**src/adcoc_pkg.sv**
```systemverilog
// Constants, register map and carrier types for the converter output configuration registers
package adcoc_pkg;

	// Channel count and field widths
	localparam int NCH = 4;
	localparam int TRIM_W = 6;
	localparam int APB_AW = 12;
	localparam int APB_DW = 32;

	// Register indices as printed; byte address is four times the index
	localparam logic [9:0] IDX_CHAN_INDEX = 10'h005;
	localparam logic [9:0] IDX_OFFSET_TRIM = 10'h010;
	localparam logic [9:0] IDX_OUTPUT_CONFIG = 10'h014;
	localparam logic [9:0] IDX_DRIVE_LEVEL = 10'h015;
	localparam logic [9:0] IDX_REFERENCE_SPAN = 10'h018;
	localparam logic [9:0] IDX_LINK_PLL_RATE = 10'h021;
	localparam logic [9:0] IDX_SIGNATURE_LOW = 10'h024;
	localparam logic [9:0] IDX_UPDATE = 10'h0FF;

	// Field positions
	localparam int OC_OE_N_BIT = 4;
	localparam int OC_INV_BIT = 2;
	localparam int OC_FMT_LSB = 0;
	localparam int PLL_RATE_BIT = 3;
	localparam int UPD_XFER_BIT = 0;

	// Data format codes
	localparam logic [1:0] FMT_OFFSET_BIN = 2'h0;
	localparam logic [1:0] FMT_TWOS = 2'h1;
	localparam logic [1:0] FMT_GRAY = 2'h2;

	// Drive level codes: 400, 500, 440, 320 mV
	localparam logic [1:0] DRV_400MV = 2'h0;
	localparam logic [1:0] DRV_500MV = 2'h1;
	localparam logic [1:0] DRV_440MV = 2'h2;
	localparam logic [1:0] DRV_320MV = 2'h3;

	// Reference span codes: reset gives 1.25 V p-p, minimum 0.98 V p-p
	localparam logic [4:0] SPAN_1V25 = 5'h00;
	localparam logic [4:0] SPAN_MIN_0V98 = 5'h10;
	localparam logic [4:0] SPAN_1V23 = 5'h1F;

	// Reset values
	localparam logic [3:0] RST_CHAN_INDEX = 4'hF;
	localparam logic [5:0] RST_TRIM = 6'h00;
	localparam logic RST_OE_N = 1'b0;
	localparam logic RST_INVERT = 1'b0;
	localparam logic [1:0] RST_FMT = FMT_OFFSET_BIN;
	localparam logic [1:0] RST_DRIVE = DRV_400MV;
	localparam logic [4:0] RST_SPAN = SPAN_1V25;
	localparam logic [7:0] RST_LINK_PLL = 8'h08;
	localparam logic [7:0] RST_SIGNATURE = 8'h00;

	// Per-channel configuration
	typedef struct packed {
		logic [TRIM_W-1:0] trim;
		logic oe_n;
	} adcoc_chan_cfg_t;

	// Configuration shared by all channels
	typedef struct packed {
		logic invert;
		logic [1:0] fmt;
		logic [1:0] drive;
		logic [4:0] span;
		logic pll_high;
	} adcoc_shared_cfg_t;

	localparam adcoc_chan_cfg_t RST_CHAN_CFG = '{trim: RST_TRIM, oe_n: RST_OE_N};
	localparam adcoc_shared_cfg_t RST_SHARED_CFG = '{invert: RST_INVERT, fmt: RST_FMT, drive: RST_DRIVE,
		span: RST_SPAN, pll_high: RST_LINK_PLL[PLL_RATE_BIT]};

endpackage

```
**src/adcoc_fmt.sv**
```systemverilog
// One channel output path: offset trim, format coding, invert and output enable
`timescale 1ns/100ps
module adcoc_fmt #(
	parameter int SW = 12
) (
	input wire logic pclk,
	input wire logic presetn,
	input wire logic [SW-1:0] sample,
	input wire logic [adcoc_pkg::TRIM_W-1:0] trim,
	input wire logic oe_n_cfg,
	input wire logic invert,
	input wire logic [1:0] fmt,
	output logic [SW-1:0] data_out,
	output logic data_oe_n
);

	logic signed [SW+1:0] sum;
	logic [SW-1:0] sat;
	logic [SW-1:0] coded;

	// Trim as signed counts, saturated so the code never wraps end to end
	always_comb begin
		sum = $signed({2'h0, sample}) + $signed({{(SW-4){trim[adcoc_pkg::TRIM_W-1]}}, trim});
		if (sum < 0) begin
			sat = '0;
		end else if (sum > $signed({2'h0, {SW{1'b1}}})) begin
			sat = '1;
		end else begin
			sat = sum[SW-1:0];
		end
	end

	// Format coding, then optional inversion
	always_comb begin
		case (fmt)
			adcoc_pkg::FMT_TWOS: coded = {~sat[SW-1], sat[SW-2:0]};
			adcoc_pkg::FMT_GRAY: coded = sat ^ (sat >> 1);
			default: coded = sat; // Unused code 11 falls back to offset binary
		endcase
		if (invert) begin
			coded = ~coded;
		end
	end

	// Registered outputs; enable is low while the pins are driven
	always_ff @(posedge pclk or negedge presetn) begin
		if (!presetn) begin
			data_out <= '0;
			data_oe_n <= adcoc_pkg::RST_OE_N;
		end else begin
			data_out <= coded;
			data_oe_n <= oe_n_cfg;
		end
	end

endmodule // adcoc_fmt

```
**src/adcoc_regs.sv**
```systemverilog
// Output configuration register group with APB slave and per-channel output paths
//
// Contract
// Per-channel signed six-bit offset trim, -32..+31
// Output enable bar: 0 drives, 1 off
// Shared invert bit inverts output data
// Shared format: offset binary, twos, Gray
// Shared two-bit drive level code kept
// Shared five-bit reference span code kept
// PLL rate bit, resets high, default 0x08
// Read-only signature low byte, resets zero
// Per-channel writes go to indexed channels
// Transfer bit copies staged into active
// Signature writes ignored, unused bits zero
// Copy per channel, single shared copy
`timescale 1ns/100ps
module adcoc_regs #(
	parameter int SW = 12
) (
	input wire logic pclk,
	input wire logic presetn,
	input wire logic psel,
	input wire logic penable,
	input wire logic pwrite,
	input wire logic [adcoc_pkg::APB_AW-1:0] paddr,
	input wire logic [adcoc_pkg::APB_DW-1:0] pwdata,
	input wire logic [3:0] pstrb,
	output logic [adcoc_pkg::APB_DW-1:0] prdata,
	output logic pready,
	output logic pslverr,
	input wire logic [adcoc_pkg::NCH-1:0][SW-1:0] sample_in,
	input wire logic [adcoc_pkg::NCH-1:0][7:0] signature_in,
	output logic [adcoc_pkg::NCH-1:0][SW-1:0] data_out,
	output logic [adcoc_pkg::NCH-1:0] data_oe_n,
	output logic [1:0] drive_level_code,
	output logic [4:0] span_code,
	output logic pll_high_rate
);

	localparam int NCH = adcoc_pkg::NCH;

	// Staged (master) and active (slave) copies
	adcoc_pkg::adcoc_chan_cfg_t chan_stg_r [NCH];
	adcoc_pkg::adcoc_chan_cfg_t chan_act_r [NCH];
	adcoc_pkg::adcoc_shared_cfg_t shared_stg_r;
	adcoc_pkg::adcoc_shared_cfg_t shared_act_r;
	logic [NCH-1:0] chan_index_r;
	logic [7:0] sig_r [NCH];

	// Bus handshake state
	logic pready_r;
	logic pslverr_r;
	logic [adcoc_pkg::APB_DW-1:0] prdata_r;
	logic access;
	logic done;
	logic wr_en;
	logic [9:0] idx;
	logic [7:0] wbyte;
	logic [7:0] rd_byte;
	logic addr_hit;
	logic [1:0] rd_ch;

	// Index of the lowest selected channel; readback shows that one
	function automatic logic [1:0] lowest_sel(input logic [NCH-1:0] sel);
		logic [1:0] r;
		r = 2'h0;
		for (int i = NCH - 1; i >= 0; i--) begin
			if (sel[i]) begin
				r = i[1:0];
			end
		end
		return r;
	endfunction

	// True for every word this group answers
	function automatic logic mapped(input logic [9:0] i);
		case (i)
			adcoc_pkg::IDX_CHAN_INDEX,
			adcoc_pkg::IDX_OFFSET_TRIM,
			adcoc_pkg::IDX_OUTPUT_CONFIG,
			adcoc_pkg::IDX_DRIVE_LEVEL,
			adcoc_pkg::IDX_REFERENCE_SPAN,
			adcoc_pkg::IDX_LINK_PLL_RATE,
			adcoc_pkg::IDX_SIGNATURE_LOW,
			adcoc_pkg::IDX_UPDATE: mapped = 1'b1;
			default: mapped = 1'b0;
		endcase
	endfunction

	// Address decode; misaligned addresses count as unmapped
	assign idx = paddr[adcoc_pkg::APB_AW-1:2];
	assign addr_hit = mapped(idx) && (paddr[1:0] == 2'h0);
	assign access = psel && penable;
	assign done = access && pready_r;
	assign wr_en = done && pwrite && pstrb[0] && addr_hit;
	assign wbyte = pwdata[7:0];
	assign rd_ch = lowest_sel(chan_index_r);

	// Read mux; unused bit positions read as zero
	always_comb begin
		rd_byte = 8'h00;
		case (idx)
			adcoc_pkg::IDX_CHAN_INDEX: rd_byte = {4'h0, chan_index_r};
			adcoc_pkg::IDX_OFFSET_TRIM: rd_byte = {2'h0, chan_stg_r[rd_ch].trim};
			adcoc_pkg::IDX_OUTPUT_CONFIG: begin
				rd_byte[adcoc_pkg::OC_OE_N_BIT] = chan_stg_r[rd_ch].oe_n;
				rd_byte[adcoc_pkg::OC_INV_BIT] = shared_stg_r.invert;
				rd_byte[adcoc_pkg::OC_FMT_LSB +: 2] = shared_stg_r.fmt;
			end
			adcoc_pkg::IDX_DRIVE_LEVEL: rd_byte = {6'h00, shared_stg_r.drive};
			adcoc_pkg::IDX_REFERENCE_SPAN: rd_byte = {3'h0, shared_stg_r.span};
			adcoc_pkg::IDX_LINK_PLL_RATE: rd_byte[adcoc_pkg::PLL_RATE_BIT] = shared_stg_r.pll_high;
			adcoc_pkg::IDX_SIGNATURE_LOW: rd_byte = sig_r[rd_ch];
			default: rd_byte = 8'h00; // Transfer bit acts at once and reads zero
		endcase
	end

	// One wait state: ready rises in the second access cycle
	always_ff @(posedge pclk or negedge presetn) begin
		if (!presetn) begin
			pready_r <= 1'b0;
		end else begin
			pready_r <= access && !pready_r;
		end
	end

	// Read data and error are captured with ready so they stand together
	always_ff @(posedge pclk or negedge presetn) begin
		if (!presetn) begin
			prdata_r <= '0;
			pslverr_r <= 1'b0;
		end else if (access && !pready_r) begin
			prdata_r <= (pwrite || !addr_hit) ? '0 : {24'h00_0000, rd_byte};
			pslverr_r <= !addr_hit;
		end else begin
			prdata_r <= '0;
			pslverr_r <= 1'b0;
		end
	end

	assign prdata = prdata_r;
	assign pready = pready_r;
	assign pslverr = pslverr_r;

	// Channel selection for the following per-channel writes
	always_ff @(posedge pclk or negedge presetn) begin
		if (!presetn) begin
			chan_index_r <= adcoc_pkg::RST_CHAN_INDEX;
		end else if (wr_en && idx == adcoc_pkg::IDX_CHAN_INDEX) begin
			chan_index_r <= wbyte[NCH-1:0];
		end
	end

	// Staged per-channel fields, one copy per channel, written only where selected
	always_ff @(posedge pclk or negedge presetn) begin
		if (!presetn) begin
			for (int c = 0; c < NCH; c++) begin
				chan_stg_r[c] <= adcoc_pkg::RST_CHAN_CFG;
			end
		end else if (wr_en) begin
			for (int c = 0; c < NCH; c++) begin
				if (chan_index_r[c]) begin
					if (idx == adcoc_pkg::IDX_OFFSET_TRIM) begin
						chan_stg_r[c].trim <= wbyte[adcoc_pkg::TRIM_W-1:0];
					end
					if (idx == adcoc_pkg::IDX_OUTPUT_CONFIG) begin
						chan_stg_r[c].oe_n <= wbyte[adcoc_pkg::OC_OE_N_BIT];
					end
				end
			end
		end
	end

	// Staged shared fields, a single copy regardless of channel selection
	always_ff @(posedge pclk or negedge presetn) begin
		if (!presetn) begin
			shared_stg_r <= adcoc_pkg::RST_SHARED_CFG;
		end else if (wr_en) begin
			case (idx)
				adcoc_pkg::IDX_OUTPUT_CONFIG: begin
					shared_stg_r.invert <= wbyte[adcoc_pkg::OC_INV_BIT];
					shared_stg_r.fmt <= wbyte[adcoc_pkg::OC_FMT_LSB +: 2];
				end
				adcoc_pkg::IDX_DRIVE_LEVEL: shared_stg_r.drive <= wbyte[1:0];
				adcoc_pkg::IDX_REFERENCE_SPAN: shared_stg_r.span <= wbyte[4:0];
				adcoc_pkg::IDX_LINK_PLL_RATE: shared_stg_r.pll_high <= wbyte[adcoc_pkg::PLL_RATE_BIT];
				default: shared_stg_r <= shared_stg_r; // Signature write falls here and is dropped
			endcase
		end
	end

	// Transfer: everything staged goes live in one edge; data_out and data_oe_n follow one cycle after the shared analog codes
	always_ff @(posedge pclk or negedge presetn) begin
		if (!presetn) begin
			for (int c = 0; c < NCH; c++) begin
				chan_act_r[c] <= adcoc_pkg::RST_CHAN_CFG;
			end
			shared_act_r <= adcoc_pkg::RST_SHARED_CFG;
		end else if (wr_en && idx == adcoc_pkg::IDX_UPDATE && wbyte[adcoc_pkg::UPD_XFER_BIT]) begin
			for (int c = 0; c < NCH; c++) begin
				chan_act_r[c] <= chan_stg_r[c];
			end
			shared_act_r <= shared_stg_r;
		end
	end

	// Signature capture from the core, read-only to software
	always_ff @(posedge pclk or negedge presetn) begin
		if (!presetn) begin
			for (int c = 0; c < NCH; c++) begin
				sig_r[c] <= adcoc_pkg::RST_SIGNATURE;
			end
		end else begin
			for (int c = 0; c < NCH; c++) begin
				sig_r[c] <= signature_in[c];
			end
		end
	end

	// Shared analog codes leave straight from the active flops
	assign drive_level_code = shared_act_r.drive;
	assign span_code = shared_act_r.span;
	assign pll_high_rate = shared_act_r.pll_high;

	// One output path per channel
	for (genvar c = 0; c < NCH; c++) begin : g_ch
		adcoc_fmt #(
			.SW(SW)
		) u_fmt (
			.pclk(pclk),
			.presetn(presetn),
			.sample(sample_in[c]),
			.trim(chan_act_r[c].trim),
			.oe_n_cfg(chan_act_r[c].oe_n),
			.invert(shared_act_r.invert),
			.fmt(shared_act_r.fmt),
			.data_out(data_out[c]),
			.data_oe_n(data_oe_n[c])
		);
	end

endmodule // adcoc_regs

```
**config.mk**
```make
export PLATFORM = sky130hd
export DESIGN_NAME = adcoc_regs
export DESIGN_NICKNAME = d
export VERILOG_FILES = /design/src/adcoc_pkg.sv /design/src/adcoc_fmt.sv /design/src/adcoc_regs.sv
export SDC_FILE = /design/constraint.sdc
export NUM_CORES = 1
export LEC_CHECK = 0
export BUFFER_PORTS_ARGS = -buffer_cell sky130_fd_sc_hd__buf_2
export CAP_MARGIN = 30
export CELL_PAD_IN_SITES_DETAIL_PLACEMENT = 0
export CELL_PAD_IN_SITES_GLOBAL_PLACEMENT = 1
export CORE_MARGIN = 2
export CORE_UTILIZATION = 39
export DETAILED_ROUTE_END_ITERATION = 6
export HOLD_SLACK_MARGIN = 0.02
export PLACE_DENSITY = 0.84
export SYNTH_ARGS = -nofsm -noshare
export SYNTH_HDL_FRONTEND = slang
export SYNTH_SLANG_ARGS = --single-unit
```
**constraint.sdc**
```tcl
create_clock -name pclk -period 3 [get_ports pclk]
set_input_delay 0.6 -clock pclk [delete_from_list [all_inputs] [get_ports pclk]]
set_output_delay 0.6 -clock pclk [all_outputs]
set_load 0.02 [all_outputs]
```
==> results.txt <==
----------------------------------------------------
[Yosys]
  Largest area contributor in the netlist ... sky130_fd_sc_hd__dfrtp_1
  Area contributors post-synth ... sky130_fd_sc_hd__dfrtp_1, sky130_fd_sc_hd__mux2_2, sky130_fd_sc_hd__ha_1
  Post-synthesis instance total ... 1,134
  Dominant cell by count in the synthesized netlist ... sky130_fd_sc_hd__dfrtp_1
  Share of flip-flops with an asynchronous set or reset after synthesis ... 1.00
  Cell variety after synth ... 76
  Post-Synthesis Mean Instance Area ... 9.91 um^2
  Yosys reg bits ... 176
  Top FF cell, synth ... sky130_fd_sc_hd__dfrtp_1
  Top cell type's share of synthesized area ... 0.378
  Number of enable flip-flop cells after synthesis ... 0
  Number of warnings printed during yosys synthesis ... 0
  Synth cell count leaders ... sky130_fd_sc_hd__dfrtp_1, sky130_fd_sc_hd__nor2_1, sky130_fd_sc_hd__mux2_2, sky130_fd_sc_hd__o21ai_0, sky130_fd_sc_hd__a21oi_1
  Share of the yosys chip area belonging to registers ... 0.392
  Netlist Area Pre-Place ... 11,200 um^2

[Setup path]
  Setup crit start kind ... register
  Critical path class ... reg -> reg
  Arrival time at the worst endpoint ... 3.24 ns
  Critical-path maximum fanout ... 4
  Nature of the critical path endpoint ... register
  CP required ... 3.35 ns
  Worst r2r path cells ... 11

[STA]
  Total negative setup slack ... 0 ns
  Actual slew at the worst max-slew pin ... 0.679 ns
  Final setup fails ... 0
  Number of max-slew violations in the final report ... 0
  Hold violation total from the final report ... 0
  Unrepaired setup endpoints after global routing ... yes
  Relative max-transition margin ... 0.547
  Fin crit share ... 0.964
  Final Critical Period ... 2.89 ns
  Fmax ... 0.346 GHz
  Worst clock skew ... 0.0153 ns

[Power]
  Switching share of power ... 0.273
  Design internal power ... 3.80 mW
  Power spent charging and discharging nets ... 1.43 mW
  Relative contribution of sequential cells to total power ... 0.468
  Comb pwr share ... 0.121
  Power per cell area ... 363 nW/um^2
  Largest vdd supply drop ... 0.000326 V
  Leakage power figure ... 7.07 nW
  Clk network pwr share ... 0.411

[Cells and area]
  Antenna fix cells ... 0
  Share of post-route cells with drive strength above 1 ... 0.374
  Final-stage net count ... 1,622
  Layout fillers ... 2,648
  Area growth from synthesis to final layout ... 27.9%
  Post-route cell area ... 14,400 um^2

[Die]
  Starting density of the core ... 0.394
  Placement row count ... 62
  Height of the die ... 174 um
  Die Footprint ... 30,200 um^2
  Number of primary I/O pins ... 227
  Die boundary width ... 174 um
  Placeable core region ... 28,500 um^2

[Route]
  Detailed-route wire length ... 28.5 mm
  Count of vias placed by the detailed router ... 9,363
  Detailed Route Iter0 Violations ... 452
  Number of optimization iterations in the first detailed-route pass ... 5
  Average wire per cell in the routed design ... 15.6 um
  Via density ... 5.12
  Residual antenna-violating net count after detailed routing ... 0
  Number of remaining DRC errors ... 0

[Clock network]
  H-tree depth ... 4
  Root buffer cell ... sky130_fd_sc_hd__clkbuf_16
  Inserted Clock Buffers ... 17
  Hold-fix buffer count after cts ... 0
  CTS tree ... done
  Insertion delay of the later-clocked pin in the worst-skew pair ... 0.43 ns
  Max clock buf depth ... 2
  Number of clock sinks ... 176
  Clock slew at the register clock pins of the worst setup and hold paths ... 0.08 ns

[Global route]
  Antenna violations before repair ... 1
  Aggregate global-route resource usage ... 0.187
  Wire length of the first global-routing pass ... 45.8 mm
  Maximum number of pins on one net before global-route repair ... 67
  Number of global-route vias before repair ... 9,129
  Total congestion overflow ... 0

[Placed design]
  HPWL reported at the end of detailed placement ... 22.0 mm
  Input/output buffers ... 173
  Cell area after placement ... 13,500 um^2
  Last weighted congestion value of the routability-driven placer ... 0.840

[Job]
  Max-cap viol count ... 0

[Run status]
  Run status ... finished clean

[Min path]
  Class of the worst hold path ... in -> async

----------------------------------------------------
sequential cells by signal, indices dropped and copies added, names as in the netlist:
| name | cells |
|---|---|
| pready | 1 |
| shared_act_r | 3 |
| g_ch.u_fmt.data_out | 48 |
| chan_act_r | 28 |
| chan_stg_r | 28 |
| drive_level_code | 2 |
| prdata | 8 |
| g_ch.u_fmt.data_oe_n | 4 |
| pll_high_rate | 1 |
| shared_stg_r | 11 |
| sig_r | 32 |
| pslverr | 1 |
| chan_index_r | 4 |
| span_code | 5 |
power by group through the flow:
stage               clock network [mW]  logic (mW)  registers, mW
floorplan                            0       0.296           2.54
detailed placement                   0       0.615           2.49
CTS                               2.19       0.617           2.44
global placement                     0       0.602           2.49
global route                      2.29       0.697           2.45
finish                            2.15       0.632           2.44
critical path, stage by stage (launching register included):
cell,delay [ns]
sky130_fd_sc_hd__dfrtp_1,0.39
sky130_fd_sc_hd__ha_1,0.19
sky130_fd_sc_hd__buf_4,0.14
sky130_fd_sc_hd__a211o_1,0.31
sky130_fd_sc_hd__a211oi_2,0.30
sky130_fd_sc_hd__nand4bb_4,0.20
sky130_fd_sc_hd__nand3b_1,0.10
sky130_fd_sc_hd__or4_4,0.46
sky130_fd_sc_hd__a21oi_4,0.20
sky130_fd_sc_hd__inv_1,0.08
sky130_fd_sc_hd__o311ai_2,0.29
sky130_fd_sc_hd__xor2_1,0.17
placed cells by master, fill, tap and decap left out, types with 14 or more instances in the layout:
cell type,synthesis,final
sky130_fd_sc_hd__buf_2,2,172
sky130_fd_sc_hd__dfrtp_1,170,166
sky130_fd_sc_hd__buf_4,30,144
sky130_fd_sc_hd__nor2_1,122,119
sky130_fd_sc_hd__mux2_2,71,71
sky130_fd_sc_hd__xor2_1,56,56
sky130_fd_sc_hd__o21ai_0,63,52
sky130_fd_sc_hd__ha_1,54,51
sky130_fd_sc_hd__a21oi_1,58,50
sky130_fd_sc_hd__mux2i_1,47,44
sky130_fd_sc_hd__nand2_1,41,38
sky130_fd_sc_hd__inv_1,35,35
sky130_fd_sc_hd__a211oi_1,28,25
sky130_fd_sc_hd__xnor2_1,28,25
sky130_fd_sc_hd__conb_1,1,24
sky130_fd_sc_hd__nor3_1,22,20
sky130_fd_sc_hd__o21a_1,17,17
sky130_fd_sc_hd__clkbuf_16,0,17
sky130_fd_sc_hd__nand3_1,14,14
sky130_fd_sc_hd__or2_2,14,14
sky130_fd_sc_hd__mux2_4,10,14
area by class of cell:
| cell class | count | area, um^2 | area share |
|---|---|---|---|
| inverters | 35 | 131 | 0.00914 |
| well taps | 384 | 480 | 0.0334 |
| clock inverters | 15 | 156 | 0.0109 |
| repair buffers | 323 | 2050 | 0.143 |
| clock buffers | 17 | 425 | 0.0296 |
| flip-flops and latches | 176 | 4420 | 0.307 |
| multi-input cells | 878 | 6720 | 0.467 |
kinds of logic (layout without fill, tap and decap cells):
kind of cell / Yosys count / count (layout) / synth area share
DFF: 176 / 176 / 0.392
muxes: 132 / 132 / 0.130
other: 1 / 24 / 0.000334
adders and majority gates: 58 / 58 / 0.0672
and+or+nand+nor: 294 / 294 / 0.130
xor gates and xnor gates: 84 / 84 / 0.0655
AOI/OAI and AO/OA: 286 / 286 / 0.168
buffers and inverters: 103 / 390 / 0.0460
layer usage:
| metal | wire length, um | up-vias | track usage |
|---|---|---|---|
| li1 | - | 4654 | - |
| met1 | 13000 | 4448 | 0.244 |
| met2 | 13900 | 226 | 0.322 |
| met3 | 1300 | 33 | 0.0351 |
| met4 | 348 | 2 | 0.0427 |
| met5 | 13 | - | 0 |
path summary, 6_finish.rpt:
check	from	to	slack, ns
setup / recovery	chan_act_r[1]$_DFFE_PN0P_	g_ch[3].u_fmt.data_out[8]$_DFF_PN0_	0.11
hold / removal	presetn	g_ch[3].u_fmt.data_out[0]$_DFF_PN0_	0.14
setup reg to reg	chan_act_r[1]$_DFFE_PN0P_	g_ch[3].u_fmt.data_out[8]$_DFF_PN0_	0.11
hold reg to reg	chan_act_r[0]$_DFFE_PN0P_	g_ch[3].u_fmt.data_oe_n$_DFF_PN0_	0.37
max in group asynchronous	presetn	shared_stg_r[0]$_DFFE_PN1P_	2.10
min in group pclk	signature_in[7]	sig_r[31]$_DFF_PN0_	0.27
repair_timing:
| action | in CTS | in global routing |
|---|---|---|
| buffers inserted | 0 | 3 |
| gates resized for setup | 3 | 68 |
| endpoints found under the setup margin | 3 | 49 |
| pin swaps | 0 | 11 |
per-stage QoR:
| step | power (mW) | instances | hold WS [ns] | util | setup slack (ns) |
|---|---|---|---|---|---|
| 2_1_floorplan | 2.83 | 1157 | 0.304 | - | -0.00401 |
| 3_3_place_gp | 3.09 | 1792 | 0.357 | 0.473 | -0.285 |
| 3_5_place_dp | 3.11 | 1793 | 0.361 | 0.473 | -0.384 |
| 4_1_cts | 5.25 | 1825 | 0.143 | 0.494 | 0.0271 |
| 5_1_grt | 5.44 | 1828 | 0.161 | 0.504 | -0.0649 |
| 6_report | 5.22 | 1828 | 0.136 | 0.504 | 0.109 |
No activity file was read; power rests on OpenSTA's default activity.
